`src/inc/rca_map.vh`:
```
`ifndef RCA_MAP_VH
`define RCA_MAP_VH

// ---------------------------------------------------------------------------
// Register indices (byte address is four times the index)
// ---------------------------------------------------------------------------
`define RCA_IDX_CTRL0      20'hFFF9D
`define RCA_IDX_CTRL1      20'hFFF9E
`define RCA_IDX_TIME       20'hFFFA0
`define RCA_IDX_DATE       20'hFFFA1
`define RCA_IDX_ALARM      20'hFFFA2
`define RCA_IDX_IRQ_STAT   20'hFFFA3
`define RCA_IDX_IRQ_MASK   20'hFFFA4
`define RCA_IDX_SUBSEC     20'hFFFA5

// ---------------------------------------------------------------------------
// Control register one field positions
// ---------------------------------------------------------------------------
`define RCA_C1_FREEZE_REQ  0
`define RCA_C1_FREEZE_STAT 1
`define RCA_C1_PER_FLAG    3
`define RCA_C1_ALM_FLAG    4
`define RCA_C1_PER_IRQ_EN  5
`define RCA_C1_ALM_IRQ_EN  6
`define RCA_C1_ALM_EN      7
`define RCA_C1_RESET       8'h00

// ---------------------------------------------------------------------------
// Interrupt status and mask bit positions
// ---------------------------------------------------------------------------
`define RCA_IRQ_PER        0
`define RCA_IRQ_ALM        1

// ---------------------------------------------------------------------------
// Calendar limits and bus answers
// ---------------------------------------------------------------------------
`define RCA_SEC_MAX        6'h3B
`define RCA_MIN_MAX        6'h3B
`define RCA_HOUR_MAX       5'h17
`define RCA_DAY_MAX        5'h1F
`define RCA_MON_MAX        4'hC
`define RCA_YEAR_MAX       7'h63
`define RCA_RESP_OKAY      2'h0
`define RCA_RESP_SLVERR    2'h2

`endif

```
`src/rca_top.v`:
```
// Register access over AXI4-Lite was decided locally.
`timescale 1ns/1ps
`include "rca_map.vh"
module rca_top #(
   parameter SUB_W = 16
) (
   input  wire        aclk,
   input  wire        aresetn,
   input  wire        ce,
   input  wire        rtc_tick,
   input  wire        standby_mode,
   input  wire [21:0] s_axi_awaddr,
   input  wire        s_axi_awvalid,
   output wire        s_axi_awready,
   input  wire [31:0] s_axi_wdata,
   input  wire [3:0]  s_axi_wstrb,
   input  wire        s_axi_wvalid,
   output wire        s_axi_wready,
   output reg  [1:0]  s_axi_bresp,
   output reg         s_axi_bvalid,
   input  wire        s_axi_bready,
   input  wire [21:0] s_axi_araddr,
   input  wire        s_axi_arvalid,
   output wire        s_axi_arready,
   output reg  [31:0] s_axi_rdata,
   output reg  [1:0]  s_axi_rresp,
   output reg         s_axi_rvalid,
   input  wire        s_axi_rready,
   output wire        rtc_shared_irq
);

   // ------------------------------------------------------------------------
   // Byte merge under write strobes
   // ------------------------------------------------------------------------
   function [31:0] merge;
      input [31:0] old;
      input [31:0] nw;
      input [3:0]  strb;
      integer i;
      begin
         merge = old;
         for (i = 0; i < 4; i = i + 1) begin
            if (strb[i])
               merge[8*i +: 8] = nw[8*i +: 8];
         end
      end
   endfunction

   // ------------------------------------------------------------------------
   // State
   // ------------------------------------------------------------------------
   reg [21:0]      awaddr_r;
   reg             aw_got_r;
   reg [31:0]      wdata_r;
   reg [3:0]       wstrb_r;
   reg             w_got_r;
   reg             freeze_request_r;
   reg             freeze_status_flag_r;
   reg             periodic_event_flag_r;
   reg             alarm_match_flag_r;
   reg             periodic_irq_enable_r;
   reg             alarm_irq_enable_r;
   reg             alarm_match_enable_r;
   reg             rtc_run_enable_r;
   reg             run_q_r;
   reg             standby_q_r;
   reg             holdoff_r;
   reg [SUB_W-1:0] sub_r;
   reg             ovf_pend_r;
   reg             wr_pend_r;
   reg             time_pend_r;
   reg             date_pend_r;
   reg [31:0]      time_buf_r;
   reg [31:0]      date_buf_r;
   reg [5:0]       sec_r;
   reg [5:0]       min_r;
   reg [4:0]       hour_r;
   reg [4:0]       day_r;
   reg [3:0]       mon_r;
   reg [6:0]       year_r;
   reg [5:0]       alm_min_r;
   reg [4:0]       alm_hour_r;
   reg [1:0]       irq_stat_r;
   reg [1:0]       irq_mask_r;
   reg [5:0]       sec_nxt;
   reg [5:0]       min_nxt;
   reg [4:0]       hour_nxt;
   reg [4:0]       day_nxt;
   reg [3:0]       mon_nxt;
   reg [6:0]       year_nxt;
   reg [31:0]      rd_data;
   reg             rd_hit;

   wire [19:0] wr_idx = awaddr_r[21:2];
   wire [19:0] rd_idx = s_axi_araddr[21:2];
   wire        wr_go  = aw_got_r & w_got_r & ~s_axi_bvalid;
   wire        wr_hit = (wr_idx == `RCA_IDX_CTRL0) | (wr_idx == `RCA_IDX_CTRL1)
                      | (wr_idx == `RCA_IDX_TIME)  | (wr_idx == `RCA_IDX_DATE)
                      | (wr_idx == `RCA_IDX_ALARM) | (wr_idx == `RCA_IDX_IRQ_STAT)
                      | (wr_idx == `RCA_IDX_IRQ_MASK);
   wire        c1_wr  = wr_go & (wr_idx == `RCA_IDX_CTRL1) & wstrb_r[0];
   wire        tm_wr  = wr_go & (wr_idx == `RCA_IDX_TIME);
   wire        dt_wr  = wr_go & (wr_idx == `RCA_IDX_DATE);
   wire [31:0] tm_new = merge(time_buf_r, wdata_r, wstrb_r);
   wire [31:0] dt_new = merge(date_buf_r, wdata_r, wstrb_r);
   wire [7:0]  c1_rd  = {alarm_match_enable_r, alarm_irq_enable_r, periodic_irq_enable_r,
                         alarm_match_flag_r, periodic_event_flag_r, 1'b0,
                         freeze_status_flag_r, freeze_request_r};

   // Calendar counters hold while frozen or while a counter write waits to land
   wire hold     = freeze_request_r | wr_pend_r;
   wire sub_ovf  = rtc_tick & rtc_run_enable_r & (&sub_r);
   wire advance  = rtc_tick & rtc_run_enable_r & ~hold & (sub_ovf | ovf_pend_r);
   wire per_ev   = advance & periodic_irq_enable_r;
   wire alm_ev   = advance & alarm_match_enable_r & (sec_nxt == 6'h00)
                 & (min_nxt == alm_min_r) & (hour_nxt == alm_hour_r);
   wire [1:0] irq_ev = {alm_ev & alarm_irq_enable_r, per_ev};

   // ------------------------------------------------------------------------
   // Bus handshakes
   // ------------------------------------------------------------------------
   assign s_axi_awready  = ~aw_got_r & ~s_axi_bvalid;
   assign s_axi_wready   = ~w_got_r & ~s_axi_bvalid;
   assign s_axi_arready  = ~s_axi_rvalid;
   // One level line for both causes, gated by the mask
   assign rtc_shared_irq = |(irq_stat_r & irq_mask_r);

   // ------------------------------------------------------------------------
   // Calendar increment, one second at a time
   // ------------------------------------------------------------------------
   always @* begin
      sec_nxt  = sec_r + 6'h01;
      min_nxt  = min_r;
      hour_nxt = hour_r;
      day_nxt  = day_r;
      mon_nxt  = mon_r;
      year_nxt = year_r;
      if (sec_r >= `RCA_SEC_MAX) begin
         sec_nxt = 6'h00;
         min_nxt = min_r + 6'h01;
         if (min_r >= `RCA_MIN_MAX) begin
            min_nxt  = 6'h00;
            hour_nxt = hour_r + 5'h01;
            if (hour_r >= `RCA_HOUR_MAX) begin
               hour_nxt = 5'h00;
               day_nxt  = day_r + 5'h01;
               // Fixed 31-day months keep the adder small; software trims dates
               if (day_r >= `RCA_DAY_MAX) begin
                  day_nxt = 5'h01;
                  mon_nxt = mon_r + 4'h1;
                  if (mon_r >= `RCA_MON_MAX) begin
                     mon_nxt  = 4'h1;
                     year_nxt = (year_r >= `RCA_YEAR_MAX) ? 7'h00 : year_r + 7'h01;
                  end
               end
            end
         end
      end
   end

   // ------------------------------------------------------------------------
   // Read data mux
   // ------------------------------------------------------------------------
   always @* begin
      rd_hit  = 1'b1;
      rd_data = 32'h0000_0000;
      case (rd_idx)
         `RCA_IDX_CTRL0:    rd_data = {31'h0000_0000, rtc_run_enable_r};
         `RCA_IDX_CTRL1:    rd_data = {24'h00_0000, c1_rd};
         `RCA_IDX_TIME:     rd_data = {11'h000, hour_r, 2'h0, min_r, 2'h0, sec_r};
         `RCA_IDX_DATE:     rd_data = {9'h000, year_r, 4'h0, mon_r, 3'h0, day_r};
         `RCA_IDX_ALARM:    rd_data = {19'h0_0000, alm_hour_r, 2'h0, alm_min_r};
         `RCA_IDX_IRQ_STAT: rd_data = {30'h0000_0000, irq_stat_r};
         `RCA_IDX_IRQ_MASK: rd_data = {30'h0000_0000, irq_mask_r};
         `RCA_IDX_SUBSEC:   rd_data = {{(32-SUB_W){1'b0}}, sub_r};
         default:           rd_hit  = 1'b0;
      endcase
   end

   // ------------------------------------------------------------------------
   // Bus slave: address and data may come in either order
   // ------------------------------------------------------------------------
   always @(posedge aclk) begin
      if (!aresetn) begin
         awaddr_r     <= 22'h00_0000;
         aw_got_r     <= 1'b0;
         wdata_r      <= 32'h0000_0000;
         wstrb_r      <= 4'h0;
         w_got_r      <= 1'b0;
         s_axi_bvalid <= 1'b0;
         s_axi_bresp  <= `RCA_RESP_OKAY;
         s_axi_rvalid <= 1'b0;
         s_axi_rdata  <= 32'h0000_0000;
         s_axi_rresp  <= `RCA_RESP_OKAY;
      end else if (ce) begin
         if (s_axi_awvalid && s_axi_awready) begin
            awaddr_r <= s_axi_awaddr;
            aw_got_r <= 1'b1;
         end
         if (s_axi_wvalid && s_axi_wready) begin
            wdata_r <= s_axi_wdata;
            wstrb_r <= s_axi_wstrb;
            w_got_r <= 1'b1;
         end
         if (wr_go) begin
            aw_got_r     <= 1'b0;
            w_got_r      <= 1'b0;
            s_axi_bvalid <= 1'b1;
            s_axi_bresp  <= wr_hit ? `RCA_RESP_OKAY : `RCA_RESP_SLVERR;
         end else if (s_axi_bready) begin
            s_axi_bvalid <= 1'b0;
         end
         if (s_axi_arvalid && s_axi_arready) begin
            s_axi_rvalid <= 1'b1;
            s_axi_rdata  <= rd_data;
            s_axi_rresp  <= rd_hit ? `RCA_RESP_OKAY : `RCA_RESP_SLVERR;
         end else if (s_axi_rready) begin
            s_axi_rvalid <= 1'b0;
         end
      end
   end

   // ------------------------------------------------------------------------
   // Control, freeze handshake and calendar counting
   // ------------------------------------------------------------------------
   always @(posedge aclk) begin
      if (!aresetn) begin
         freeze_request_r      <= 1'b0;
         freeze_status_flag_r  <= 1'b0;
         periodic_event_flag_r <= 1'b0;
         alarm_match_flag_r    <= 1'b0;
         periodic_irq_enable_r <= 1'b0;
         alarm_irq_enable_r    <= 1'b0;
         alarm_match_enable_r  <= 1'b0;
         rtc_run_enable_r      <= 1'b0;
         run_q_r               <= 1'b0;
         standby_q_r           <= 1'b0;
         holdoff_r             <= 1'b0;
         sub_r                 <= {SUB_W{1'b0}};
         ovf_pend_r            <= 1'b0;
         wr_pend_r             <= 1'b0;
         time_pend_r           <= 1'b0;
         date_pend_r           <= 1'b0;
         time_buf_r            <= 32'h0000_0000;
         date_buf_r            <= 32'h0000_0000;
         sec_r                 <= 6'h00;
         min_r                 <= 6'h00;
         hour_r                <= 5'h00;
         day_r                 <= 5'h01;
         mon_r                 <= 4'h1;
         year_r                <= 7'h00;
         alm_min_r             <= 6'h00;
         alm_hour_r            <= 5'h00;
         irq_stat_r            <= 2'h0;
         irq_mask_r            <= 2'h0;
      end else if (ce) begin
         run_q_r     <= rtc_run_enable_r;
         standby_q_r <= standby_mode;

         // Sub-second counter never stops for a freeze; software has a second
         if (rtc_tick && rtc_run_enable_r)
            sub_r <= sub_r + {{(SUB_W-1){1'b0}}, 1'b1};
         if (sub_ovf && hold)
            ovf_pend_r <= 1'b1;
         else if (advance)
            ovf_pend_r <= 1'b0;

         // Calendar steps only when neither frozen nor awaiting a write
         if (advance) begin
            sec_r  <= sec_nxt;
            min_r  <= min_nxt;
            hour_r <= hour_nxt;
            day_r  <= day_nxt;
            mon_r  <= mon_nxt;
            year_r <= year_nxt;
         end

         // Buffered counter writes land on the next operating-clock tick
         if (rtc_tick && wr_pend_r) begin
            wr_pend_r   <= 1'b0;
            time_pend_r <= 1'b0;
            date_pend_r <= 1'b0;
            if (time_pend_r) begin
               sec_r      <= time_buf_r[5:0];
               min_r      <= time_buf_r[13:8];
               hour_r     <= time_buf_r[20:16];
               sub_r      <= {SUB_W{1'b0}};
               ovf_pend_r <= 1'b0;
            end
            if (date_pend_r) begin
               day_r  <= date_buf_r[4:0];
               mon_r  <= date_buf_r[11:8];
               year_r <= date_buf_r[22:16];
            end
         end
         // A new write in the landing cycle is kept, not lost
         if (tm_wr) begin
            time_buf_r  <= tm_new;
            time_pend_r <= 1'b1;
            wr_pend_r   <= 1'b1;
         end
         if (dt_wr) begin
            date_buf_r  <= dt_new;
            date_pend_r <= 1'b1;
            wr_pend_r   <= 1'b1;
         end

         // Status follows the request one tick later, or two after a restart
         if (rtc_tick) begin
            if (holdoff_r)
               holdoff_r <= 1'b0;
            else
               freeze_status_flag_r <= freeze_request_r | wr_pend_r;
         end
         if ((rtc_run_enable_r && !run_q_r) || (!standby_mode && standby_q_r))
            holdoff_r <= 1'b1;

         // Flags: an event wins over a clear; writing 1 leaves a flag alone
         periodic_event_flag_r <= per_ev | (periodic_event_flag_r
                                  & ~(c1_wr & ~wdata_r[`RCA_C1_PER_FLAG]));
         alarm_match_flag_r    <= alm_ev | (alarm_match_flag_r
                                  & ~(c1_wr & ~wdata_r[`RCA_C1_ALM_FLAG]));
         if (c1_wr) begin
            freeze_request_r      <= wdata_r[`RCA_C1_FREEZE_REQ];
            periodic_irq_enable_r <= wdata_r[`RCA_C1_PER_IRQ_EN];
            alarm_irq_enable_r    <= wdata_r[`RCA_C1_ALM_IRQ_EN];
            alarm_match_enable_r  <= wdata_r[`RCA_C1_ALM_EN];
         end

         // Other software registers
         if (wr_go && wr_idx == `RCA_IDX_CTRL0 && wstrb_r[0])
            rtc_run_enable_r <= wdata_r[0];
         if (wr_go && wr_idx == `RCA_IDX_ALARM) begin
            if (wstrb_r[0])
               alm_min_r <= wdata_r[5:0];
            if (wstrb_r[1])
               alm_hour_r <= wdata_r[12:8];
         end
         if (wr_go && wr_idx == `RCA_IDX_IRQ_MASK && wstrb_r[0])
            irq_mask_r <= wdata_r[1:0];
         if (wr_go && wr_idx == `RCA_IDX_IRQ_STAT && wstrb_r[0])
            irq_stat_r <= irq_ev | (irq_stat_r & ~wdata_r[1:0]);
         else
            irq_stat_r <= irq_ev | irq_stat_r;
      end
   end

endmodule

```
`config.mk`:
```
export PLATFORM = sky130hd
export DESIGN_NAME = rca_top
export DESIGN_NICKNAME = d
export VERILOG_FILES = /design/src/rca_top.v
export VERILOG_INCLUDE_DIRS = /design/src /design/src/inc
export SDC_FILE = /design/constraint.sdc
export NUM_CORES = 1
export LEC_CHECK = 0
export ABC_AREA = 1
export BUFFER_PORTS_ARGS = -buffer_cell sky130_fd_sc_hd__clkbuf_2
export CAP_MARGIN = 15
export CORE_MARGIN = 2
export CORE_UTILIZATION = 28
export CTS_BUF_LIST = sky130_fd_sc_hd__clkbuf_4 sky130_fd_sc_hd__clkbuf_8 sky130_fd_sc_hd__clkbuf_16
export DETAILED_ROUTE_END_ITERATION = 12
export HOLD_SLACK_MARGIN = 0.02
export PLACE_DENSITY = 0.43
export SYNTH_ARGS = -nofsm -noshare
export SYNTH_HDL_FRONTEND = slang
export SYNTH_SLANG_ARGS = --single-unit
export TNS_END_PERCENT = 50
```
`constraint.sdc`:
```
create_clock -name aclk -period 2.5 [get_ports aclk]
set_input_delay 0.375 -clock aclk [delete_from_list [all_inputs] [get_ports aclk]]
set_output_delay 0.375 -clock aclk [all_outputs]
set_load 0.1 [all_outputs]
```
# Yosys cells after proc, flatten, opt, wreduce, memory -nomap -nowiden
# Index checks and enable logic that the tools add are counted.
# W data, S select, Z words.
[word_totals] ff_bits=200 in_bits=90 output_inout_bits=42 elab_cells=238
[op_classes] add_sub_neg=7 magnitude_cmp=6 eq_ne=17 muxes=65 n_bitwise=47 n_reduce_logical=54
[ops] op="$eq A20 B20 Y1 const B" n=15
[ops] op="$pmux W23 S8" n=1
[ops] op="$mux W5" n=13
[ops] op="$mux W7" n=9
[ops] op="$mux W6" n=9
[ops] op="$mux W16" n=3
[ops] op="$mux W4" n=8
[ops] op="$reduce_and A2 Y1" n=15
[ops] op="$reduce_and A3 Y1" n=9
[ops] op="$and A1 B1 Y1" n=22
[ops] op="$mux W1" n=19
[ops] op="$add A16 B1 Y16 const B" n=1
[ops] op="$reduce_and A16 Y1" n=1
[ops] op="$logic_and A1 B1 Y1" n=15
[ops] op="$reduce_bool A2 Y1" n=7
[ops] op="$add A6 B1 Y6 const B" n=2
[ops] op="$ge A6 B6 Y1 const B" n=2
[ops] op="$add A5 B1 Y5 const B" n=2
[ops] op="$ge A5 B5 Y1 const B" n=2
[ops] op="$not A1 Y1" n=10
[ops] op="$or A1 B1 Y1" n=10
[ops] op="$reduce_or A8 Y1" n=1
[ops] op="$add A7 B1 Y7 const B" n=1
[ops] op="$ge A7 B7 Y1 const B" n=1
[ops] op="other kinds (13)" n=18

# Depth between registers and ports, before layout
[logic_depth] word_depth=11 depth_mapped=16 mapped_depth_nobuf=15

# Worst setup path before layout
# OpenSTA, ideal clock, no wires.
[synth_path] path_type="reg-to-reg" from="reg s_axi_bvalid" to="reg wdata_r[21]" setup_time_ps=64 arrival_ps=3221 t_required_ps=2436 setup_slack_ps=-785 stages_incl_launch_ff=7 path_buffers=1 synth_period_minus_slack_ps=3285 path_cell_list="dfxtp_1 > nor2_1 > nand3_1 > inv_1 > clkbuf_1 > nor2_1 > nor2_1"
[synth_between] elab_chain_cells=4
[synth_rtl] item="from (decl)" line="rca_top.v:20" source="output reg s_axi_bvalid,"
[synth_rtl] item="from (signal assigned)" line="rca_top.v:190" source="s_axi_bvalid <= 1'b0;"
[synth_rtl] item="from (signal assigned)" line="rca_top.v:208" source="s_axi_bvalid <= 1'b1;"
[synth_rtl] item="from (signal assigned)" line="rca_top.v:211" source="s_axi_bvalid <= 1'b0;"
[synth_rtl] item="$not A1 Y1" line="rca_top.v:123" source="assign s_axi_wready = ~w_got_r & ~s_axi_bvalid;"
[synth_rtl] item="$and A1 B1 Y1" line="rca_top.v:123"
[synth_rtl] item="net s_axi_wready" line="rca_top.v:18" source="output wire s_axi_wready,"
[synth_rtl] item="$logic_and A1 B1 Y1" line="rca_top.v:200" source="if (s_axi_wvalid && s_axi_wready) begin"
[synth_rtl] item="$reduce_and A2 Y1 (no line)"
[synth_rtl] item="to (signal assigned)" line="rca_top.v:201" source="wdata_r <= s_axi_wdata;"
[synth_rtl] item="to (decl)" line="rca_top.v:54" source="reg [31:0] wdata_r;"
# The timed path passes the listed nets, and every way through them passes these cells.
# A chain may end at the register's enable or synchronous reset.

# Final worst setup path
[layout_path] from="reg sec_r[1]" to="reg irq_stat_r[1]"
[layout_between] elab_chain_cells=9 elab_cells_between_ends=15 classes_between="1 x add/sub; 1 x order compare; 2 x eq/ne; 4 x mux; 6 x bitwise; 1 x reduce/logical"
[layout_rtl] item="from (decl)" line="rca_top.v:75" source="reg [5:0] sec_r;"
[layout_rtl] item="from (signal assigned)" line="rca_top.v:270" source="sec_r <= sec_nxt;"
[layout_rtl] item="from (signal assigned)" line="rca_top.v:284" source="sec_r <= time_buf_r[5:0];"
[layout_rtl] item="$add A6 B1 Y6 or $ge A6 B6 Y1 (tied branches)"
[layout_rtl] item="$mux W6" line="rca_top.v:138" source="if (sec_r >= `RCA_SEC_MAX) begin"
[layout_rtl] item="$logic_not A6 Y1" line="rca_top.v:115" source="wire alm_ev = advance & alarm_match_enable_r & (sec_nxt == 6'h00)"
[layout_rtl] item="$and A1 B1 Y1" line="rca_top.v:115"
[layout_rtl] item="$and A1 B1 Y1" line="rca_top.v:116" source="& (min_nxt == alm_min_r) & (hour_nxt == alm_hour_r);"
[layout_rtl] item="$and A1 B1 Y1 *" line="rca_top.v:116"
[layout_rtl] item="$and A1 B1 Y1 *" line="rca_top.v:117" source="wire [1:0] irq_ev = {alm_ev & alarm_irq_enable_r, per_ev};"
[layout_rtl] item="$or A2 B2 Y2 (on tied branches)" line="rca_top.v:344, rca_top.v:342"
[layout_rtl] item="$mux W2 *" line="rca_top.v:341" source="if (wr_go && wr_idx == `RCA_IDX_IRQ_STAT && wstrb_r[0])"
[layout_rtl] item="to (signal assigned)" line="rca_top.v:342" source="irq_stat_r <= irq_ev | (irq_stat_r & ~wdata_r[1:0]);"
[layout_rtl] item="to (signal assigned)" line="rca_top.v:344" source="irq_stat_r <= irq_ev | irq_stat_r;"
[layout_rtl] item="to (decl)" line="rca_top.v:83" source="reg [1:0] irq_stat_r;"
# Every way passes the cells marked *; elsewhere a longest branch is shown, timed or not.

==> flow_results.xml <==
<?xml version="1.0" encoding="UTF-8"?>
<metrics>
  <group name="routing">
    <metric name="routedWlPerCell" unit="um">15.7</metric>
    <metric name="route.met2.wl" unit="um">12500</metric>
    <metric name="total_via_count_after_detailed_routing" unit="">8872</metric>
    <metric name="highest-signal-layer" unit="">met4</metric>
    <metric name="detail_route.wirelength" unit="um">29400</metric>
    <metric name="1st_pass_router_iterations" unit="">5</metric>
    <metric name="wl_met1" unit="um">15600</metric>
    <metric name="routed-wl-met3" unit="um">994</metric>
    <metric name="viasPerCell" unit="">4.72</metric>
    <metric name="detailedRoute.firstIterationViolations" unit="">567</metric>
    <metric name="drc" unit="">0</metric>
    <metric name="postRouteAntennaNets" unit="">0</metric>
  </group>
  <group name="floorplan">
    <metric name="core_region_area" unit="sq um">32300</metric>
    <metric name="initial_utilization" unit="%">28.2</metric>
    <metric name="dieArea" unit="sq um">34000</metric>
    <metric name="pin_count" unit="">132</metric>
    <metric name="die_x" unit="um">184</metric>
    <metric name="die_h" unit="um">184</metric>
    <metric name="std_cell_rows" unit="">66</metric>
  </group>
  <group name="synthesis">
    <metric name="synth_top_area_cell" unit="">dfxtp_1</metric>
    <metric name="post_synth_instance_area" unit="sq um">9100</metric>
    <metric name="prevailing_post_synth_register_cell" unit="">dfxtp_1</metric>
    <metric name="synth.ff_latch_count" unit="">185</metric>
    <metric name="synth_cell_types" unit="">44</metric>
    <metric name="yosys_warnings" unit="">0</metric>
    <metric name="area_share_of_the_largest_cell_type_after_synthesis" unit="%">40.7</metric>
    <metric name="synth_cells" unit="">1321</metric>
    <metric name="netlist_top_cells_area" unit="">dfxtp_1 (41%), nand2_1 (10%), a21oi_1 (8.6%), o21ai_0 (7.7%), nor2_1 (6.4%)</metric>
    <metric name="asyncSetResetFlopFracSynth" unit="%">0</metric>
    <metric name="syn-mean-instance-area" unit="sq um">6.89</metric>
    <metric name="count_of_flip_flops_with_a_built_in_enable_after_synthesis" unit="">0</metric>
    <metric name="fraction_of_the_yosys_area_taken_by_sequential_cells" unit="%">40.7</metric>
  </group>
  <group name="clocking">
    <metric name="clk_root_buffer_cell" unit="">clkbuf_16</metric>
    <metric name="h_tree_lvl_count" unit="">4</metric>
    <metric name="cts_num_sinks" unit="">185</metric>
    <metric name="post-cts-setup-buffers" unit="">0</metric>
    <metric name="clock_tree_from_tritoncts" unit="">done</metric>
    <metric name="cts_resized" unit="">0</metric>
    <metric name="cts.reportedPaths.clkPinSlew" unit="ns">0.08</metric>
    <metric name="clock_tree.buffer_depth" unit="">2</metric>
    <metric name="cts_hold_buf" unit="">0</metric>
    <metric name="tritoncts.num_buffers" unit="">17</metric>
    <metric name="clock_latency" unit="ns">0.44</metric>
  </group>
  <group name="sta">
    <metric name="setup_total_negative_slack" unit="ns">0</metric>
    <metric name="period_needed" unit="ns">2.23</metric>
    <metric name="fmaxAchievable" unit="GHz">0.449</metric>
    <metric name="finalClockSkew" unit="ns">0.0142</metric>
    <metric name="max_slew_margin" unit="%">54.9</metric>
    <metric name="finalHoldViolCount" unit="">0</metric>
    <metric name="finalSetupViolations" unit="">0</metric>
    <metric name="worstMarginPinSlew" unit="ns">0.676</metric>
    <metric name="fin_crit_sh" unit="%">89.1</metric>
    <metric name="rsz0062_at_grt" unit="">false</metric>
    <metric name="timing_max_transition_violations_final" unit="">0</metric>
  </group>
  <group name="critical_path">
    <metric name="setup.worst_path.end_class" unit="">flip-flop</metric>
    <metric name="worst-endpoint-arrival" unit="ns">2.61</metric>
    <metric name="cpMostUsedCell" unit="">nand2_1</metric>
    <metric name="rrSetupSlack" unit="ns">0.27</metric>
    <metric name="worstPathCellList" unit="">ha_1 -&gt; nor2_2 -&gt; nor2_4 -&gt; buf_4 -&gt; nand2_1 -&gt; o21ai_0 -&gt; nand2_1 -&gt; nand2_1 -&gt; nand3_1 -&gt; nor2_2 -&gt; nand4_1 -&gt; a21oi_1</metric>
    <metric name="worst_path_dominant_cell_family" unit="">simple AND/OR/NAND/NOR gates</metric>
    <metric name="worstSetupStartpointType" unit="">flip-flop</metric>
    <metric name="cp_data_required_time" unit="ns">2.88</metric>
    <metric name="timing.setup.critical_path_class" unit="">flip-flop to flip-flop</metric>
    <metric name="maximum_cell_stage_delay_along_the_critical_path" unit="ns">0.43</metric>
    <metric name="slowest_stage" unit="">dfxtp_1</metric>
    <metric name="crit_buf_inv" unit="">1</metric>
    <metric name="highest_net_fanout_along_the_worst_path" unit="">13</metric>
  </group>
  <group name="finish">
    <metric name="final_common_cell" unit="">nand2_1</metric>
    <metric name="most_frequent_cells_in_the_layout" unit="">nand2_1 (242), dfxtp_1 (185), a21oi_1 (156)</metric>
    <metric name="syn2layout_area_growth" unit="%">18.7</metric>
    <metric name="finish.net_count" unit="">1524</metric>
    <metric name="finalNonFillerCells" unit="">1879</metric>
    <metric name="fraction_of_final_layout_cells_with_drive_strength_greater_than_1" unit="%">14.1</metric>
    <metric name="n_antenna_cell" unit="">0</metric>
    <metric name="finalInstanceArea" unit="sq um">10800</metric>
    <metric name="utilization" unit="%">33.5</metric>
  </group>
  <group name="power_and_ir_drop">
    <metric name="leakagePower" unit="nW">4.14</metric>
    <metric name="worst_ir_drop_vdd" unit="V">0.000462</metric>
    <metric name="power_density" unit="nW/um^2">584</metric>
  </group>
  <group name="place">
    <metric name="dp_cells" unit="">1848</metric>
    <metric name="gp_congestion" unit="">0.839</metric>
    <metric name="dpl-instance-area" unit="sq um">10200</metric>
    <metric name="detailed_place_hpwl" unit="um">22100</metric>
    <metric name="port_buffers" unit="">104</metric>
  </group>
  <group name="status">
    <metric name="status" unit="">complete, no violations</metric>
  </group>
  <group name="global_routing">
    <metric name="largest_net_degree_at_the_start_of_global_routing" unit="">71</metric>
    <metric name="initial_antenna_violation_count" unit="">0</metric>
    <metric name="grt_pass1_wl" unit="um">46500</metric>
    <metric name="vias_in_the_first_global_route" unit="">8246</metric>
    <metric name="total_overflow_reported_by_the_global_router" unit="">0</metric>
    <metric name="grt.total_usage" unit="%">17.7</metric>
  </group>
  <group name="run">
    <metric name="cap_violations" unit="">0</metric>
  </group>
  <group name="min_path">
    <metric name="timing.hold.worst.class" unit="">input port to flip-flop</metric>
  </group>
</metrics>
-- synth_stat cells (3+ instances only) --
library cell,count
o21ai_0,140
a21oi_1,156
o21ai_1,7
inv_1,131
o22ai_1,14
dfxtp_1,185
ha_1,9
nand3_1,64
nor3_1,15
nand3b_1,3
a22oi_1,14
nand2_2,4
nor2_2,6
o21a_1,4
nand3_2,3
buf_1,4
nor2_1,155
inv_2,4
nand4_1,29
and3_1,3
nand2_1,242
nor4_1,5
clkinv_1,4
nor3_2,4
clkbuf_1,42
buf_4,11
o211ai_1,26
buf_2,11
a211oi_1,7
-- cell families after synthesis --
| logic type | share of synthesized area (%) |
|---|---|
| flops | 40.7 |
| xor+xnor | 0.193 |
| simple gates | 26.0 |
| buf+inv | 9.27 |
| other cells | 0.0412 |
| compound gates | 22.3 |
| fa+ha+maj | 1.24 |
| mux | 0.220 |
-- report_power, final --
part | total, mW | internal, mW | switching (mW)
Sequential | 3.07 | 3.01 | 0.0658
Clock | 2.75 | 1.42 | 1.33
Combinational | 0.486 | 0.134 | 0.352
Total | 6.31 | 4.56 | 1.75
-- worst paths after layout --
check                                                 from                    endpoint  cells after the start
worst max-delay path                 sec_r[1]$_SDFFE_PN0P_  irq_stat_r[1]$_SDFFE_PN0P_                     12
worst min-delay path                        s_axi_wstrb[2]     wstrb_r[2]$_SDFFE_PN0P_                      3
worst max register to register       sec_r[1]$_SDFFE_PN0P_  irq_stat_r[1]$_SDFFE_PN0P_                     12
worst min register to register  date_buf_r[2]$_SDFFE_PN0P_  date_buf_r[2]$_SDFFE_PN0P_                      2
-- stage by stage --
stage	worst slack (ns)	hold WS, ns	power [mW]
2_1_floorplan	-0.148	0.423	3.46
3_3_place_gp	0.277	0.433	3.63
3_5_place_dp	0.291	0.435	3.63
4_1_cts	0.267	0.157	6.40
5_1_grt	0.00371	0.175	6.57
6_report	0.273	0.177	6.31
-- area by class of cell --
type,instances,area [sq um]
fill,3591,21500
multi-input combinational,938,4610
sequential,185,3700
timing repair buffer,144,833
tap,442,553
inverter,139,522
clock buffer,17,425
clock inverter,14,159
-- worst register-to-register path: stages, from the launching register on --
cell and delay, ns:
dfxtp_1 0.43, ha_1 0.24, nor2_2 0.07, nor2_4 0.18, buf_4 0.23, nand2_1 0.09
o21ai_0 0.24, nand2_1 0.12, nand2_1 0.08, nand3_1 0.08, nor2_2 0.17, nand4_1 0.11
a21oi_1 0.12
-- sequential cells by signal, indices dropped and copies added (netlist names), 2 cells and up --
| signal | flops |
|---|---|
| sec_r | 6 |
| sub_r | 16 |
| hour_r | 5 |
| wdata_r | 21 |
| day_r | 5 |
| alm_min_r | 6 |
| wstrb_r | 3 |
| min_r | 6 |
| awaddr_r | 20 |
| mon_r | 4 |
| alm_hour_r | 5 |
| year_r | 7 |
| irq_mask_r | 2 |
| time_buf_r | 17 |
| date_buf_r | 16 |
| irq_stat_r | 2 |
| s_axi_rdata | 23 |
-- metal layers --
metal | GRT usage (%) | vias to the layer above
li1 | - | 4627
met3 | 2.49 | 21
met2 | 27.3 | 194
met1 | 26.0 | 4030
met5 | 0 | -
met4 | 4.00 | 0
Note: power is estimated with default switching activity, not from simulation.
